===== config.mk =====
export PLATFORM = sky130hd
export DESIGN_NAME = pmr_result_regs
export DESIGN_NICKNAME = d
export VERILOG_FILES = /design/src/common/pmr_pkg.sv /design/src/common/pmr_avg_if.sv /design/src/rtl/pmr_averager.sv /design/src/rtl/pmr_result_regs.sv
export SDC_FILE = /design/constraint.sdc
export NUM_CORES = 1
export LEC_CHECK = 0
export BUFFER_PORTS_ARGS = -buffer_cell sky130_fd_sc_hd__buf_2
export CAP_MARGIN = 25
export CORE_ASPECT_RATIO = 0.7
export CORE_MARGIN = 2
export CORE_UTILIZATION = 50
export CTS_CLUSTER_DIAMETER = 150
export CTS_CLUSTER_SIZE = 8
export DETAILED_ROUTE_END_ITERATION = 8
export PLACE_DENSITY = 0.68
export SETUP_SLACK_MARGIN = 0.2
export SLEW_MARGIN = 0
export SYNTH_ARGS = -nofsm -noshare
export SYNTH_HDL_FRONTEND = slang
export SYNTH_SLANG_ARGS = --single-unit

===== constraint.sdc =====
create_clock -name clk_sys -period 5.1 [get_ports clk_sys]
set_input_delay 1.02 -clock clk_sys [delete_from_list [all_inputs] [get_ports clk_sys]]
set_output_delay 1.02 -clock clk_sys [all_outputs]
set_load 0.01 [all_outputs]

===== src/common/pmr_pkg.sv =====
// Purpose: shared constants and types for the power monitor result and alert registers
// Assumes: register offsets are word indices on the device's own register port
// Notes: every offset, bit position and reset value lives here

// ****************************************************************
// package
// ****************************************************************
package pmr_pkg;

  // ****************************************************************
  // register offsets
  // ****************************************************************
  localparam logic [5:0] ADDR_BUS_VOLTAGE = 6'h05;
  localparam logic [5:0] ADDR_DIE_TEMP = 6'h06;
  localparam logic [5:0] ADDR_CURRENT = 6'h07;
  localparam logic [5:0] ADDR_POWER = 6'h08;
  localparam logic [5:0] ADDR_ENERGY = 6'h09;
  localparam logic [5:0] ADDR_CHARGE = 6'h0a;
  localparam logic [5:0] ADDR_FLAGS = 6'h0b;

  // ****************************************************************
  // field positions and reset values
  // ****************************************************************
  localparam int BIT_LATCH = 15;
  localparam int BIT_READY_ALERT = 14;
  localparam int BIT_AVG_COMPARE = 13;
  localparam int BIT_LEVEL_INVERT = 12;
  localparam int BIT_ENERGY_OVF = 11;
  localparam int BIT_CHARGE_OVF = 10;
  localparam int BIT_ARITH_OVF = 9;
  localparam int BIT_RESERVED = 8;
  localparam int BIT_LIMIT_LO = 2;
  localparam int BIT_LIMIT_HI = 7;
  localparam int BIT_CONV_DONE = 1;
  localparam int BIT_MEM_OK = 0;
  localparam logic [15:0] FLAGS_RESET = 16'h0001;
  localparam logic [15:0] RESULT_RESET = 16'h0000;
  localparam logic [39:0] ACC_RESET = 40'h00_0000_0000;
  localparam int TEMP_LSB_POS = 4;
  localparam int POWER_LIMIT_SHIFT = 8;

  // limit flag order inside the six-bit limit field, bit 2 upward
  localparam int LIM_POWER = 0;
  localparam int LIM_BUS_UNDER = 1;
  localparam int LIM_BUS_OVER = 2;
  localparam int LIM_CUR_UNDER = 3;
  localparam int LIM_CUR_OVER = 4;
  localparam int LIM_TEMP = 5;
  localparam int NUM_LIM = 6;

  // ****************************************************************
  // averaging channels
  // ****************************************************************
  localparam int NUM_CH = 4;
  localparam int CH_BUS_VOLTAGE_RESULT = 0;
  localparam int CH_CURR = 1;
  localparam int CH_TEMP = 2;
  localparam int CH_PWR = 3;
  localparam int SMP_W = 25;
  localparam int SUM_W = 36;
  localparam int CNT_W = 11;

  typedef logic [SMP_W-1:0] pmr_sample_type;
  typedef pmr_sample_type [NUM_CH-1:0] pmr_chan_type;

  // averaging count select to shift: 1,4,16,64,128,256,512,1024 samples
  function automatic logic [3:0] pmr_avg_shift(input logic [2:0] sel);
    logic [3:0] sh;
    sh = 4'h0;
    case (sel)
      3'h0: sh = 4'h0;
      3'h1: sh = 4'h2;
      3'h2: sh = 4'h4;
      3'h3: sh = 4'h6;
      3'h4: sh = 4'h7;
      3'h5: sh = 4'h8;
      3'h6: sh = 4'h9;
      default: sh = 4'ha;
    endcase
    return sh;
  endfunction

endpackage


===== src/common/pmr_avg_if.sv =====
// Purpose: carries raw samples to the averager and averaged results back
// Assumes: one clock domain
// Notes: avg_done is high for one cycle per finished sequence

`timescale 1ns/1ps
interface pmr_avg_if import pmr_pkg::*; ();
  logic smp_valid;
  pmr_chan_type smp;
  logic [2:0] avg_sel;
  logic avg_done;
  pmr_chan_type avg;

  modport src (output smp_valid, output smp, output avg_sel, input avg_done, input avg);
  modport mean (input smp_valid, input smp, input avg_sel, output avg_done, output avg);
endinterface


===== src/rtl/pmr_averager.sv =====
// Purpose: sums raw samples per channel and emits the average after the selected count
// Assumes: samples arrive as signed 25-bit values, one set per smp_valid pulse
// Notes: a change of the count select mid-sequence takes effect at the next compare of the count

`timescale 1ns/1ps
module pmr_averager import pmr_pkg::*; (
  input wire logic clk_sys,
  input wire logic rst_b,
  pmr_avg_if.mean bus
);

  typedef struct packed {
    logic [CNT_W-1:0] cnt;
    logic [NUM_CH-1:0][SUM_W-1:0] sum;
    logic done;
    pmr_chan_type avg;
  } pmr_avg_state_type;

  pmr_avg_state_type st_r;
  pmr_avg_state_type st_nxt;
  logic [3:0] shift;
  logic [CNT_W-1:0] target;
  logic [NUM_CH-1:0][SUM_W-1:0] sum_add;
  pmr_chan_type mean_val;

  assign shift = pmr_avg_shift(bus.avg_sel);
  assign target = CNT_W'(11'h001 << shift);

  // ****************************************************************
  // per-channel sum and scaled result
  // ****************************************************************
  genvar g;
  generate
    for (g = 0; g < NUM_CH; g++) begin : g_ch
      logic signed [SUM_W-1:0] s;
      assign sum_add[g] = st_r.sum[g] + {{(SUM_W-SMP_W){bus.smp[g][SMP_W-1]}}, bus.smp[g]};
      assign s = sum_add[g];
      assign mean_val[g] = SMP_W'(s >>> shift);
    end
  endgenerate

  // ****************************************************************
  // sequence
  // ****************************************************************
  always_comb begin
    st_nxt = st_r;
    st_nxt.done = 1'b0;
    if (bus.smp_valid) begin
      if (st_r.cnt + 11'h001 >= target) begin
        // results only leave after the whole sequence
        st_nxt.avg = mean_val;
        st_nxt.done = 1'b1;
        st_nxt.cnt = '0;
        st_nxt.sum = '0;
      end else begin
        st_nxt.cnt = st_r.cnt + 11'h001;
        st_nxt.sum = sum_add;
      end
    end
  end

  always_ff @(posedge clk_sys or negedge rst_b) begin
    if (!rst_b) begin
      st_r <= '0;
    end else begin
      st_r <= st_nxt;
    end
  end

  assign bus.avg_done = st_r.done;
  assign bus.avg = st_r.avg;

endmodule


===== src/rtl/pmr_result_regs.sv =====
// Purpose: result registers, accumulators, diagnostic flags and alert pin of a power monitor
// Assumes: converter, thresholds and register port all run on clk_sys
// Notes: register reads are one-cycle strobes; read data follows one cycle later

`timescale 1ns/1ps
module pmr_result_regs import pmr_pkg::*; #(
  parameter logic MEM_OK = 1'b1
) (
  input wire logic clk_sys,
  input wire logic rst_b,
  input wire logic smp_valid,
  input wire logic [15:0] smp_bus_voltage,
  input wire logic [11:0] smp_die_temp,
  input wire logic [15:0] smp_current,
  input wire logic [23:0] smp_power,
  input wire logic conv_start,
  input wire logic math_overflow,
  input wire logic [2:0] averaging_count_select,
  input wire logic accumulator_clear,
  input wire logic [11:0] thr_temp_over,
  input wire logic [15:0] thr_current_over,
  input wire logic [15:0] thr_current_under,
  input wire logic [14:0] thr_bus_over,
  input wire logic [14:0] thr_bus_under,
  input wire logic [15:0] thr_power_over,
  input wire logic [5:0] reg_addr,
  input wire logic reg_rd,
  input wire logic reg_wr,
  input wire logic [15:0] reg_wdata,
  output logic [39:0] reg_rdata,
  output logic reg_rvalid,
  output logic alert_o,
  output logic alert_oe
);

  // ****************************************************************
  // state
  // ****************************************************************
  typedef struct packed {
    logic [15:0] bus_voltage_result;
    logic [11:0] die_temperature_result;
    logic [15:0] current_result;
    logic [23:0] power_result;
    logic [39:0] energy_accumulator;
    logic [39:0] charge_accumulator;
    logic alert_latch_enable;
    logic ready_alert_enable;
    logic averaged_compare_select;
    logic alert_level_invert;
    logic energy_overflow_flag;
    logic charge_overflow_flag;
    logic arith_overflow_flag;
    logic [NUM_LIM-1:0] limit_flags;
    logic conversion_done_flag;
    logic [39:0] rdata;
    logic rvalid;
    logic alert_oe;
    logic alert_o;
  } pmr_state_type;

  pmr_state_type st_r;
  pmr_state_type st_nxt;

  // ****************************************************************
  // averager
  // ****************************************************************
  pmr_avg_if avg_bus ();

  assign avg_bus.smp_valid = smp_valid;
  assign avg_bus.avg_sel = averaging_count_select;
  assign avg_bus.smp[CH_BUS_VOLTAGE_RESULT] = SMP_W'(signed'(smp_bus_voltage));
  assign avg_bus.smp[CH_CURR] = SMP_W'(signed'(smp_current));
  assign avg_bus.smp[CH_TEMP] = SMP_W'(signed'(smp_die_temp));
  assign avg_bus.smp[CH_PWR] = {1'b0, smp_power};

  pmr_averager u_avg (
    .clk_sys(clk_sys),
    .rst_b(rst_b),
    .bus(avg_bus)
  );

  // ****************************************************************
  // compare source
  // ****************************************************************
  logic cmp_event;
  logic [15:0] cmp_bus_voltage_result;
  logic [11:0] cmp_temp;
  logic [15:0] cmp_cur;
  logic [23:0] cmp_pwr;
  logic [NUM_LIM-1:0] fault;

  always_comb begin
    if (st_r.averaged_compare_select) begin
      // slower alerts, but no trips on single noisy samples
      cmp_event = avg_bus.avg_done;
      cmp_bus_voltage_result = avg_bus.avg[CH_BUS_VOLTAGE_RESULT][15:0];
      cmp_temp = avg_bus.avg[CH_TEMP][11:0];
      cmp_cur = avg_bus.avg[CH_CURR][15:0];
      cmp_pwr = avg_bus.avg[CH_PWR][23:0];
    end else begin
      cmp_event = smp_valid;
      cmp_bus_voltage_result = smp_bus_voltage;
      cmp_temp = smp_die_temp;
      cmp_cur = smp_current;
      cmp_pwr = smp_power;
    end
  end

  always_comb begin
    fault = '0;
    fault[LIM_TEMP] = signed'(cmp_temp) > signed'(thr_temp_over);
    fault[LIM_CUR_OVER] = signed'(cmp_cur) > signed'(thr_current_over);
    fault[LIM_CUR_UNDER] = signed'(cmp_cur) < signed'(thr_current_under);
    fault[LIM_BUS_OVER] = cmp_bus_voltage_result[14:0] > thr_bus_over;
    fault[LIM_BUS_UNDER] = cmp_bus_voltage_result[14:0] < thr_bus_under;
    // limit step is 256 power steps
    fault[LIM_POWER] = cmp_pwr[23:POWER_LIMIT_SHIFT] > thr_power_over;
  end

  // ****************************************************************
  // accumulator arithmetic
  // ****************************************************************
  logic [40:0] energy_sum;
  logic [39:0] charge_sum;
  logic [39:0] charge_inc;
  logic charge_wrap;

  assign energy_sum = {1'b0, st_r.energy_accumulator} + {17'h0_0000, avg_bus.avg[CH_PWR][23:0]};
  assign charge_inc = {{24{avg_bus.avg[CH_CURR][15]}}, avg_bus.avg[CH_CURR][15:0]};
  assign charge_sum = st_r.charge_accumulator + charge_inc;
  // signed overflow: equal operand signs, result sign differs
  assign charge_wrap = (st_r.charge_accumulator[39] == charge_inc[39]) &&
                       (charge_sum[39] != charge_inc[39]);

  // ****************************************************************
  // register access decode
  // ****************************************************************
  logic flags_read;
  logic flags_write;
  logic [15:0] flags_word;

  assign flags_read = reg_rd && (reg_addr == ADDR_FLAGS);
  assign flags_write = reg_wr && (reg_addr == ADDR_FLAGS);

  always_comb begin
    flags_word = FLAGS_RESET;
    flags_word[BIT_LATCH] = st_r.alert_latch_enable;
    flags_word[BIT_READY_ALERT] = st_r.ready_alert_enable;
    flags_word[BIT_AVG_COMPARE] = st_r.averaged_compare_select;
    flags_word[BIT_LEVEL_INVERT] = st_r.alert_level_invert;
    flags_word[BIT_ENERGY_OVF] = st_r.energy_overflow_flag;
    flags_word[BIT_CHARGE_OVF] = st_r.charge_overflow_flag;
    flags_word[BIT_ARITH_OVF] = st_r.arith_overflow_flag;
    flags_word[BIT_RESERVED] = 1'b0;
    flags_word[BIT_LIMIT_HI:BIT_LIMIT_LO] = st_r.limit_flags;
    flags_word[BIT_CONV_DONE] = st_r.conversion_done_flag;
    flags_word[BIT_MEM_OK] = MEM_OK;
  end

  // ****************************************************************
  // next state
  // ****************************************************************
  logic alert_active;

  always_comb begin
    st_nxt = st_r;
    st_nxt.rvalid = 1'b0;

    // results move only on a finished averaging sequence
    if (avg_bus.avg_done) begin
      st_nxt.bus_voltage_result = avg_bus.avg[CH_BUS_VOLTAGE_RESULT][15:0];
      st_nxt.die_temperature_result = avg_bus.avg[CH_TEMP][11:0];
      st_nxt.current_result = avg_bus.avg[CH_CURR][15:0];
      st_nxt.power_result = avg_bus.avg[CH_PWR][23:0];
      st_nxt.energy_accumulator = energy_sum[39:0];
      st_nxt.charge_accumulator = charge_sum;
    end

    // write side: only the four control bits are writable
    if (flags_write) begin
      st_nxt.alert_latch_enable = reg_wdata[BIT_LATCH];
      st_nxt.ready_alert_enable = reg_wdata[BIT_READY_ALERT];
      st_nxt.averaged_compare_select = reg_wdata[BIT_AVG_COMPARE];
      st_nxt.alert_level_invert = reg_wdata[BIT_LEVEL_INVERT];
    end

    // overflow flags: a clear in the same cycle as a new overflow loses
    if (accumulator_clear) begin
      st_nxt.energy_accumulator = ACC_RESET;
      st_nxt.charge_accumulator = ACC_RESET;
      st_nxt.energy_overflow_flag = 1'b0;
      st_nxt.charge_overflow_flag = 1'b0;
    end
    if (accumulator_clear || conv_start) begin
      st_nxt.arith_overflow_flag = 1'b0;
    end
    if (avg_bus.avg_done && energy_sum[40]) begin
      st_nxt.energy_overflow_flag = 1'b1;
    end
    if (avg_bus.avg_done && charge_wrap) begin
      st_nxt.charge_overflow_flag = 1'b1;
    end
    if (math_overflow) begin
      st_nxt.arith_overflow_flag = 1'b1;
    end

    // limit flags
    if (st_r.alert_latch_enable) begin
      if (flags_read) begin
        st_nxt.limit_flags = '0;
      end
      if (cmp_event) begin
        st_nxt.limit_flags = st_nxt.limit_flags | fault;
      end
    end else if (cmp_event) begin
      st_nxt.limit_flags = fault;
    end

    // conversion done
    if (flags_read || conv_start) begin
      st_nxt.conversion_done_flag = 1'b0;
    end
    if (avg_bus.avg_done) begin
      st_nxt.conversion_done_flag = 1'b1;
    end

    // read data, unmapped offsets read zero
    if (reg_rd) begin
      st_nxt.rvalid = 1'b1;
      if (reg_addr == ADDR_BUS_VOLTAGE) begin
        st_nxt.rdata = {24'h00_0000, st_r.bus_voltage_result};
      end else if (reg_addr == ADDR_DIE_TEMP) begin
        st_nxt.rdata = {24'h00_0000, st_r.die_temperature_result, 4'h0};
      end else if (reg_addr == ADDR_CURRENT) begin
        st_nxt.rdata = {24'h00_0000, st_r.current_result};
      end else if (reg_addr == ADDR_POWER) begin
        st_nxt.rdata = {16'h0000, st_r.power_result};
      end else if (reg_addr == ADDR_ENERGY) begin
        st_nxt.rdata = st_r.energy_accumulator;
      end else if (reg_addr == ADDR_CHARGE) begin
        st_nxt.rdata = st_r.charge_accumulator;
      end else if (reg_addr == ADDR_FLAGS) begin
        st_nxt.rdata = {24'h00_0000, flags_word};
      end else begin
        st_nxt.rdata = ACC_RESET;
      end
    end

    // alert from the new flag values, so it moves with the flags
    alert_active = (|st_nxt.limit_flags) ||
                   (st_nxt.conversion_done_flag && st_nxt.ready_alert_enable);
    // open-drain: pull low when active under normal polarity, or when idle under inverted polarity
    st_nxt.alert_oe = alert_active ^ st_nxt.alert_level_invert;
    st_nxt.alert_o = 1'b0;
  end

  // ****************************************************************
  // registers
  // ****************************************************************
  always_ff @(posedge clk_sys or negedge rst_b) begin
    if (!rst_b) begin
      st_r <= '0;
    end else begin
      st_r <= st_nxt;
    end
  end

  // ****************************************************************
  // outputs
  // ****************************************************************
  // pin only ever pulls low, so its level flop never leaves zero
  assign alert_o = st_r.alert_o;
  assign alert_oe = st_r.alert_oe;
  assign reg_rdata = st_r.rdata;
  assign reg_rvalid = st_r.rvalid;

endmodule


==> flow_metrics.py, run 1 <==
metrics = {
    "status": {
        "status": "finished, final reports clean",
    },
    "sta": {
        "setup_violations": 0,
        "setup_ws_ns": 0.740,
        "min_period_ns": 4.36,
        "finalClockSkew_ns": 0.0242,
        "rsz0062_at_grt": "false",
        "slew_headroom_pct": 36.5,
        "fmax_mhz": 229,
        "min_period_over_period_pct": 85.5,
        "worst_pin_slew_ns": 0.952,
        "finalHoldViolations": 0,
        "fin_tns_setup_ns": 0,
        "slew_violations": 0,
    },
    "power": {
        "powerDensity_nw_per_um2": 567,
        "finalPower_mw": 19.8,
        "p_leak_nw": 16.2,
        "max-vdd-ir-drop_uv": 310,
    },
    "finish": {
        "drive_gt1_share_pct": 15.7,
        "fin_cells": 4604,
        "final.fill_count": 5819,
        "finalNetCount": 4227,
        "areaGrowthSynthToFinish_pct": 10.4,
    },
    "logic_synthesis": {
        "synth_area_um2": 31600,
        "synthTopCellsByCount": "dfrtp_1, nand2_1, nor2_1, ha_1, a21oi_1",
        "syn_avg_cell_area_um2": 8.66,
        "syn_inst": 3647,
        "synth.area.top_cells": "dfrtp_1, ha_1, mux2_2, nand2_1, a21oi_1",
        "ys_async_sr_fraction_pct": 100,
        "synth_fa_ha_area_share_pct": 10.7,
        "synth_xor_area_share_pct": 4.09,
        "synth_top_area_share_pct": 31.0,
        "synth_top_family_by_area": "compound AO/OA/AOI/OAI gates",
        "yosysTopAreaCell": "dfrtp_1",
        "synth-edff-count": 0,
        "synthMostInstantiatedCell": "dfrtp_1",
        "synthSimpleGateAreaFrac_pct": 15.0,
        "ys_warn_count": 0,
        "synth-seq-area-share_pct": 31.0,
        "synth_seq_cells": 392,
        "synth-compound-area-share_pct": 23.2,
        "yosysUniqueCellTypes": 97,
        "synthFlopType": "dfrtp_1",
        "synth_mux_area_share_pct": 10.4,
    },
    "grt": {
        "use_met3_pct": 8.17,
        "grt_pass1_vias": 26800,
        "gr-total-overflow": 0,
        "grt_pass1_wl_mm": 163,
        "grt_use_met2_pct": 43.7,
        "top_usage_layer": "met1",
        "grt_max_degree": 107,
        "antenna_found_initial": 5,
        "grt_use_total_pct": 31.9,
        "grt_util_met1_pct": 48.9,
    },
    "clocking": {
        "worstSkewPairLatency_ns": 0.63,
        "hold_buffers": 0,
        "cts_made_buffers": 54,
        "cts.clk_slew.worst_paths_ns": 0.06,
        "cts_resized": 0,
        "clockBufferDepth": 3,
        "cts_root_buffer": "clkbuf_16",
        "cts_tree": "built",
        "htreeDepth": 2,
        "clock-sinks": 392,
        "post_cts_buffers": 0,
    },
    "placement": {
        "numPortBuffers": 220,
        "gp_congestion": 0.976,
        "dp_slack_ns": 0.680,
        "dp_cells": 4542,
        "place_hpwl_mm": 79.7,
    },
    "route": {
        "dr_total_vias": 29400,
        "drtIter0Drc": 3430,
        "drtPass1Iterations": 7,
        "drtAntennaViolNets": 0,
        "wl_mm": 107,
        "wl_per_cell_um": 23.2,
        "viasPerCell": 6.38,
        "drcViolationCount": 0,
    },
    "setup_path": {
        "start_kind": "flip-flop",
        "slowest_stage": "a2111oi_1",
        "crit_path_max_fanout": 9,
        "crit_buf_inv": 0,
        "critPathTopFamily": "compound AO/OA/AOI/OAI gates",
        "endpoint_kind": "flip-flop",
        "critPathMaxStageDelay_ns": 0.58,
        "path_cells": "ha_1 > fa_1 > a21oi_1 > o21ai_0 > a2111oi_1 > o31ai_1 > a21oi_1 > o21ai_1 > a31o_2 > o41a_1 > nand4_1 > xor2_1 > nor2_1",
        "crit_top_cell": "a21oi_1",
        "critical_path_required_ns": 5.56,
        "cp.arrival_ns": 4.82,
        "criticalPathCategory": "flip-flop to flip-flop",
    },
    "floorplanning": {
        "start_util_pct": 50.3,
        "fp-row-count": 77,
        "io_pins": 234,
        "core_um2": 62800,
        "die_h_um": 214,
        "dieArea_um2": 65200,
        "fp.dieW_um": 304,
    },
    "flow_run": {
        "max_cap_violations": 0,
    },
    "worst_hold_path": {
        "holdCritPathClass": "input port to async pin",
    },
}
## layer usage
layer | vias up | share of wire (%)
met1 | 14100 | 46
li1 | 13500 | -
met5 | - | 0
met2 | 1528 | 39
met3 | 204 | 12
met4 | 0 | 3.0
## layout by cell type (no fill, tap or decap), drive strengths merged, types with 16 or more instances in the layout
cell,synthesis,routed
a211oi,48,48
a21o,73,73
a21oi,259,259
a22o,36,36
a22oi,45,45
a31oi,33,33
and3,35,35
buf,85,304
clkbuf,154,57
dfrtp,392,392
ha,260,260
inv,175,176
mux2,159,159
mux2i,100,100
mux4,22,22
nand2,388,388
nand2b,23,23
nand3,83,83
nand4,35,35
nor2,304,304
nor2b,33,33
nor3,59,59
o211ai,23,23
o21a,45,45
o21ai,231,231
o21bai,18,18
o22ai,45,45
o2bb2ai,88,88
o31ai,16,16
or3,28,28
xnor2,87,87
xor2,59,59
## flip-flops by register name, summed over array words and instances (netlist names)
register / count
alert_oe: 1
flags_word: 14
u_avg.bus.avg: 68
u_avg.bus.avg_done: 1
st_r: 148
u_avg.st_r: 119
reg_rdata: 40
reg_rvalid: 1
## metrics by stage
step / utilization, % / instance area (um^2) / hold WS (ns)
5_1_grt: 55.5 / 34900 / 0.497
6_report: 55.5 / 34900 / 0.442
4_1_cts: 55.5 / 34900 / 0.485
2_1_floorplan: - / 31600 / 0.449
3_5_place_dp: 53.2 / 33400 / 0.474
3_3_place_gp: 53.2 / 33400 / 0.468
## path summary, 6_finish.rpt
check / startpoint / endpoint / slack, ns / cells past startpoint
worst max-delay path: u_avg.bus.avg[75] / st_r[123] / 0.74 / 13
worst min-delay path: rst_b / u_avg.st_r[112] / 0.44 / 1
worst max register to register: u_avg.bus.avg[75] / st_r[123] / 0.74 / 13
worst min register to register: u_avg.st_r[109] / u_avg.st_r[109] / 0.48 / 1
max in group asynchronous: rst_b / st_r[81] / 3.52 / 2
min in group clk_sys: u_avg.st_r[109] / u_avg.st_r[109] / 0.48 / 1
## cell type report
| class | instances | area, um^2 | area share (%) |
|---|---|---|---|
| multi-input cells | 2839 | 20100 | 57.6 |
| flip-flops and latches | 392 | 9810 | 28.1 |
| repair buffers | 305 | 1840 | 5.29 |
| clock buffers | 56 | 1360 | 3.90 |
| well taps | 829 | 1040 | 2.97 |
| inverters | 178 | 669 | 1.92 |
| clock inverters | 3 | 58.8 | 0.169 |
| diodes | 2 | 5.00 | 0.0144 |
## cells by family (layout without fill, tap and decap cells)
logic type,Yosys count,count (layout)
adders and majority gates,266,266
and+or+nand+nor,1051,1051
AOI/OAI and AO/OA,1092,1092
muxes,281,281
other,2,5
DFF,392,392
xor gates and xnor gates,146,146
buffers and inverters,417,542
## power breakdown
group	internal (mW)	switching (mW)	leakage, nW
registers	4.15	1.22	5.02
clock network	1.86	1.43	0.694
logic	4.47	6.64	10.4
Power figures use the tool's default switching activity.
==> run 2: changes to the inputs <==
--- a/config.mk
+++ b/config.mk
@@ -9,11 +9,10 @@
 export CAP_MARGIN = 25
 export CORE_ASPECT_RATIO = 0.7
 export CORE_MARGIN = 2
-export CORE_UTILIZATION = 50
+export CORE_UTILIZATION = 45
 export CTS_CLUSTER_DIAMETER = 150
 export CTS_CLUSTER_SIZE = 8
 export DETAILED_ROUTE_END_ITERATION = 8
-export PLACE_DENSITY = 0.68
 export SETUP_SLACK_MARGIN = 0.2
 export SLEW_MARGIN = 0
 export SYNTH_ARGS = -nofsm -noshare
==> flow_metrics.py, run 2 (same netlist as run 1, synthesis figures left out) <==
metrics = {
    "status": {
        "status": "finished, final reports clean",
    },
    "clocking": {
        "cts_made_buffers": 54,
        "cts_resized": 0,
        "cts.clk_slew.worst_paths_ns": 0.06,
        "cts_root_buffer": "clkbuf_16",
        "clockBufferDepth": 3,
        "cts_tree": "built",
        "post_cts_buffers": 0,
        "htreeDepth": 2,
        "clock-sinks": 392,
        "worstSkewPairLatency_ns": 0.63,
        "hold_buffers": 0,
    },
    "sta": {
        "fin_tns_setup_ns": 0,
        "slew_violations": 0,
        "min_period_over_period_pct": 84.4,
        "rsz0062_at_grt": "false",
        "setup_ws_ns": 0.797,
        "timing.hold.ws_ns": 0.403,
        "finalClockSkew_ns": 0.0147,
        "min_period_ns": 4.30,
        "setup_violations": 0,
        "fmax_mhz": 232,
        "worst_pin_slew_ns": 0.920,
        "finalHoldViolations": 0,
        "slew_headroom_pct": 37.7,
    },
    "finish": {
        "finalNetCount": 4219,
        "final_area_um2": 34900,
        "final_common_cell": "dfrtp_1",
        "drive_gt1_share_pct": 15.5,
        "largest_reg_flops": 148,
        "largest_register": "st_r",
        "fin_cells": 4679,
        "areaGrowthSynthToFinish_pct": 10.5,
        "utilization_pct": 50.2,
        "layout_common_cells": "dfrtp_1, nand2_1, nor2_1, ha_1, a21oi_1",
    },
    "setup_path": {
        "cp.arrival_ns": 4.85,
        "r2r-start": "u_avg.bus.avg[25]",
        "crit_start": "u_avg.bus.avg[25]",
        "crit_path_max_fanout": 4,
        "start_kind": "flip-flop",
        "reg2reg_depth": 13,
        "endpoint_kind": "flip-flop",
        "ff2ff_setup_slack_ns": 0.80,
        "criticalPathCategory": "flip-flop to flip-flop",
        "critical_path_required_ns": 5.64,
        "r2r-end": "st_r[93]",
    },
    "floorplanning": {
        "fp-row-count": 81,
        "dieArea_um2": 72400,
        "fp.dieW_um": 321,
        "io_pins": 234,
        "core_um2": 69600,
        "die_h_um": 226,
        "start_util_pct": 45.4,
    },
    "placement": {
        "place_area_um2": 33500,
        "dp_cells": 4617,
        "dp_slack_ns": 0.570,
        "place_hpwl_mm": 82.2,
        "gp_congestion": 0.955,
        "numPortBuffers": 220,
    },
    "route": {
        "wl_mm": 110,
        "drcViolationCount": 0,
        "viasPerCell": 6.19,
        "dr_total_vias": 29000,
        "wl_met3_mm": 11.2,
        "drtPass1Iterations": 5,
        "drtAntennaViolNets": 0,
        "drtIter0Drc": 3239,
        "wl_per_cell_um": 23.6,
        "top_layer": "met5",
        "wl_met1_mm": 53.7,
        "met2_length_mm": 42.7,
    },
    "flow_run": {
        "max_cap_violations": 0,
    },
    "grt": {
        "grt_pass1_wl_mm": 167,
        "antenna_found_initial": 6,
        "gr-total-overflow": 0,
        "grt_max_degree": 101,
        "grt_use_total_pct": 30.0,
        "grt_pass1_vias": 26400,
    },
    "power": {
        "max-vdd-ir-drop_uv": 319,
        "p_leak_nw": 16.1,
        "finalPower_mw": 19.7,
        "powerDensity_nw_per_um2": 565,
    },
    "worst_hold_path": {
        "holdCritPathClass": "input port to async pin",
    },
}
==> run 2: cell count changes in the layout (fill, tap and decap cells not counted), sizes merged <==
cell,change
buf,-8
diode,-1
==> run 2: cell type report <==
class                   count  area (um^2)
fillers                  6561        34700
diodes                      1         2.50
clock buffers              56         1360
clock inverters             3         58.8
flip-flops and latches    392         9810
well taps                 913         1140
repair buffers            297         1790
inverters                 178          669
multi-input cells        2839        20100
==> run 2: layer usage <==
metal,track usage [%],vias up
li1,-,13500
met1,47.4,14000
met2,40.7,1309
met3,6.49,149
met4,7.16,2
met5,0,-
==> run 2: how the worst max path moves through the flow <==
stage / end / slack, ns / cells past startpoint
global route: st_r[93] / 0.56 / 13
finish: st_r[93] / 0.80 / 13
global placement: u_avg.bus.avg[30] / 0.66 / 15
floorplan: u_avg.bus.avg[59] / 0.65 / 16
detailed placement: u_avg.bus.avg[30] / 0.57 / 15
CTS: st_r[93] / 0.89 / 13
==> run 2: power by group <==
part	internal, mW	switching, mW	total [mW]
sequential	4.15	1.25	5.40
clock	1.87	1.46	3.33
combinational	4.44	6.57	11.0
==> run 2: worst max-delay path, cell delays in order, from the launching register on <==
cell       delay [ns]
dfrtp_1          0.47
ha_1             0.28
fa_1             0.43
a21o_1           0.18
a21oi_1          0.22
o21bai_1         0.19
a2111oi_1        0.64
nor3_1           0.21
a221o_1          0.45
a21oi_1          0.42
o31ai_1          0.23
o21ai_0          0.28
nand4b_1         0.13
o211ai_1         0.09
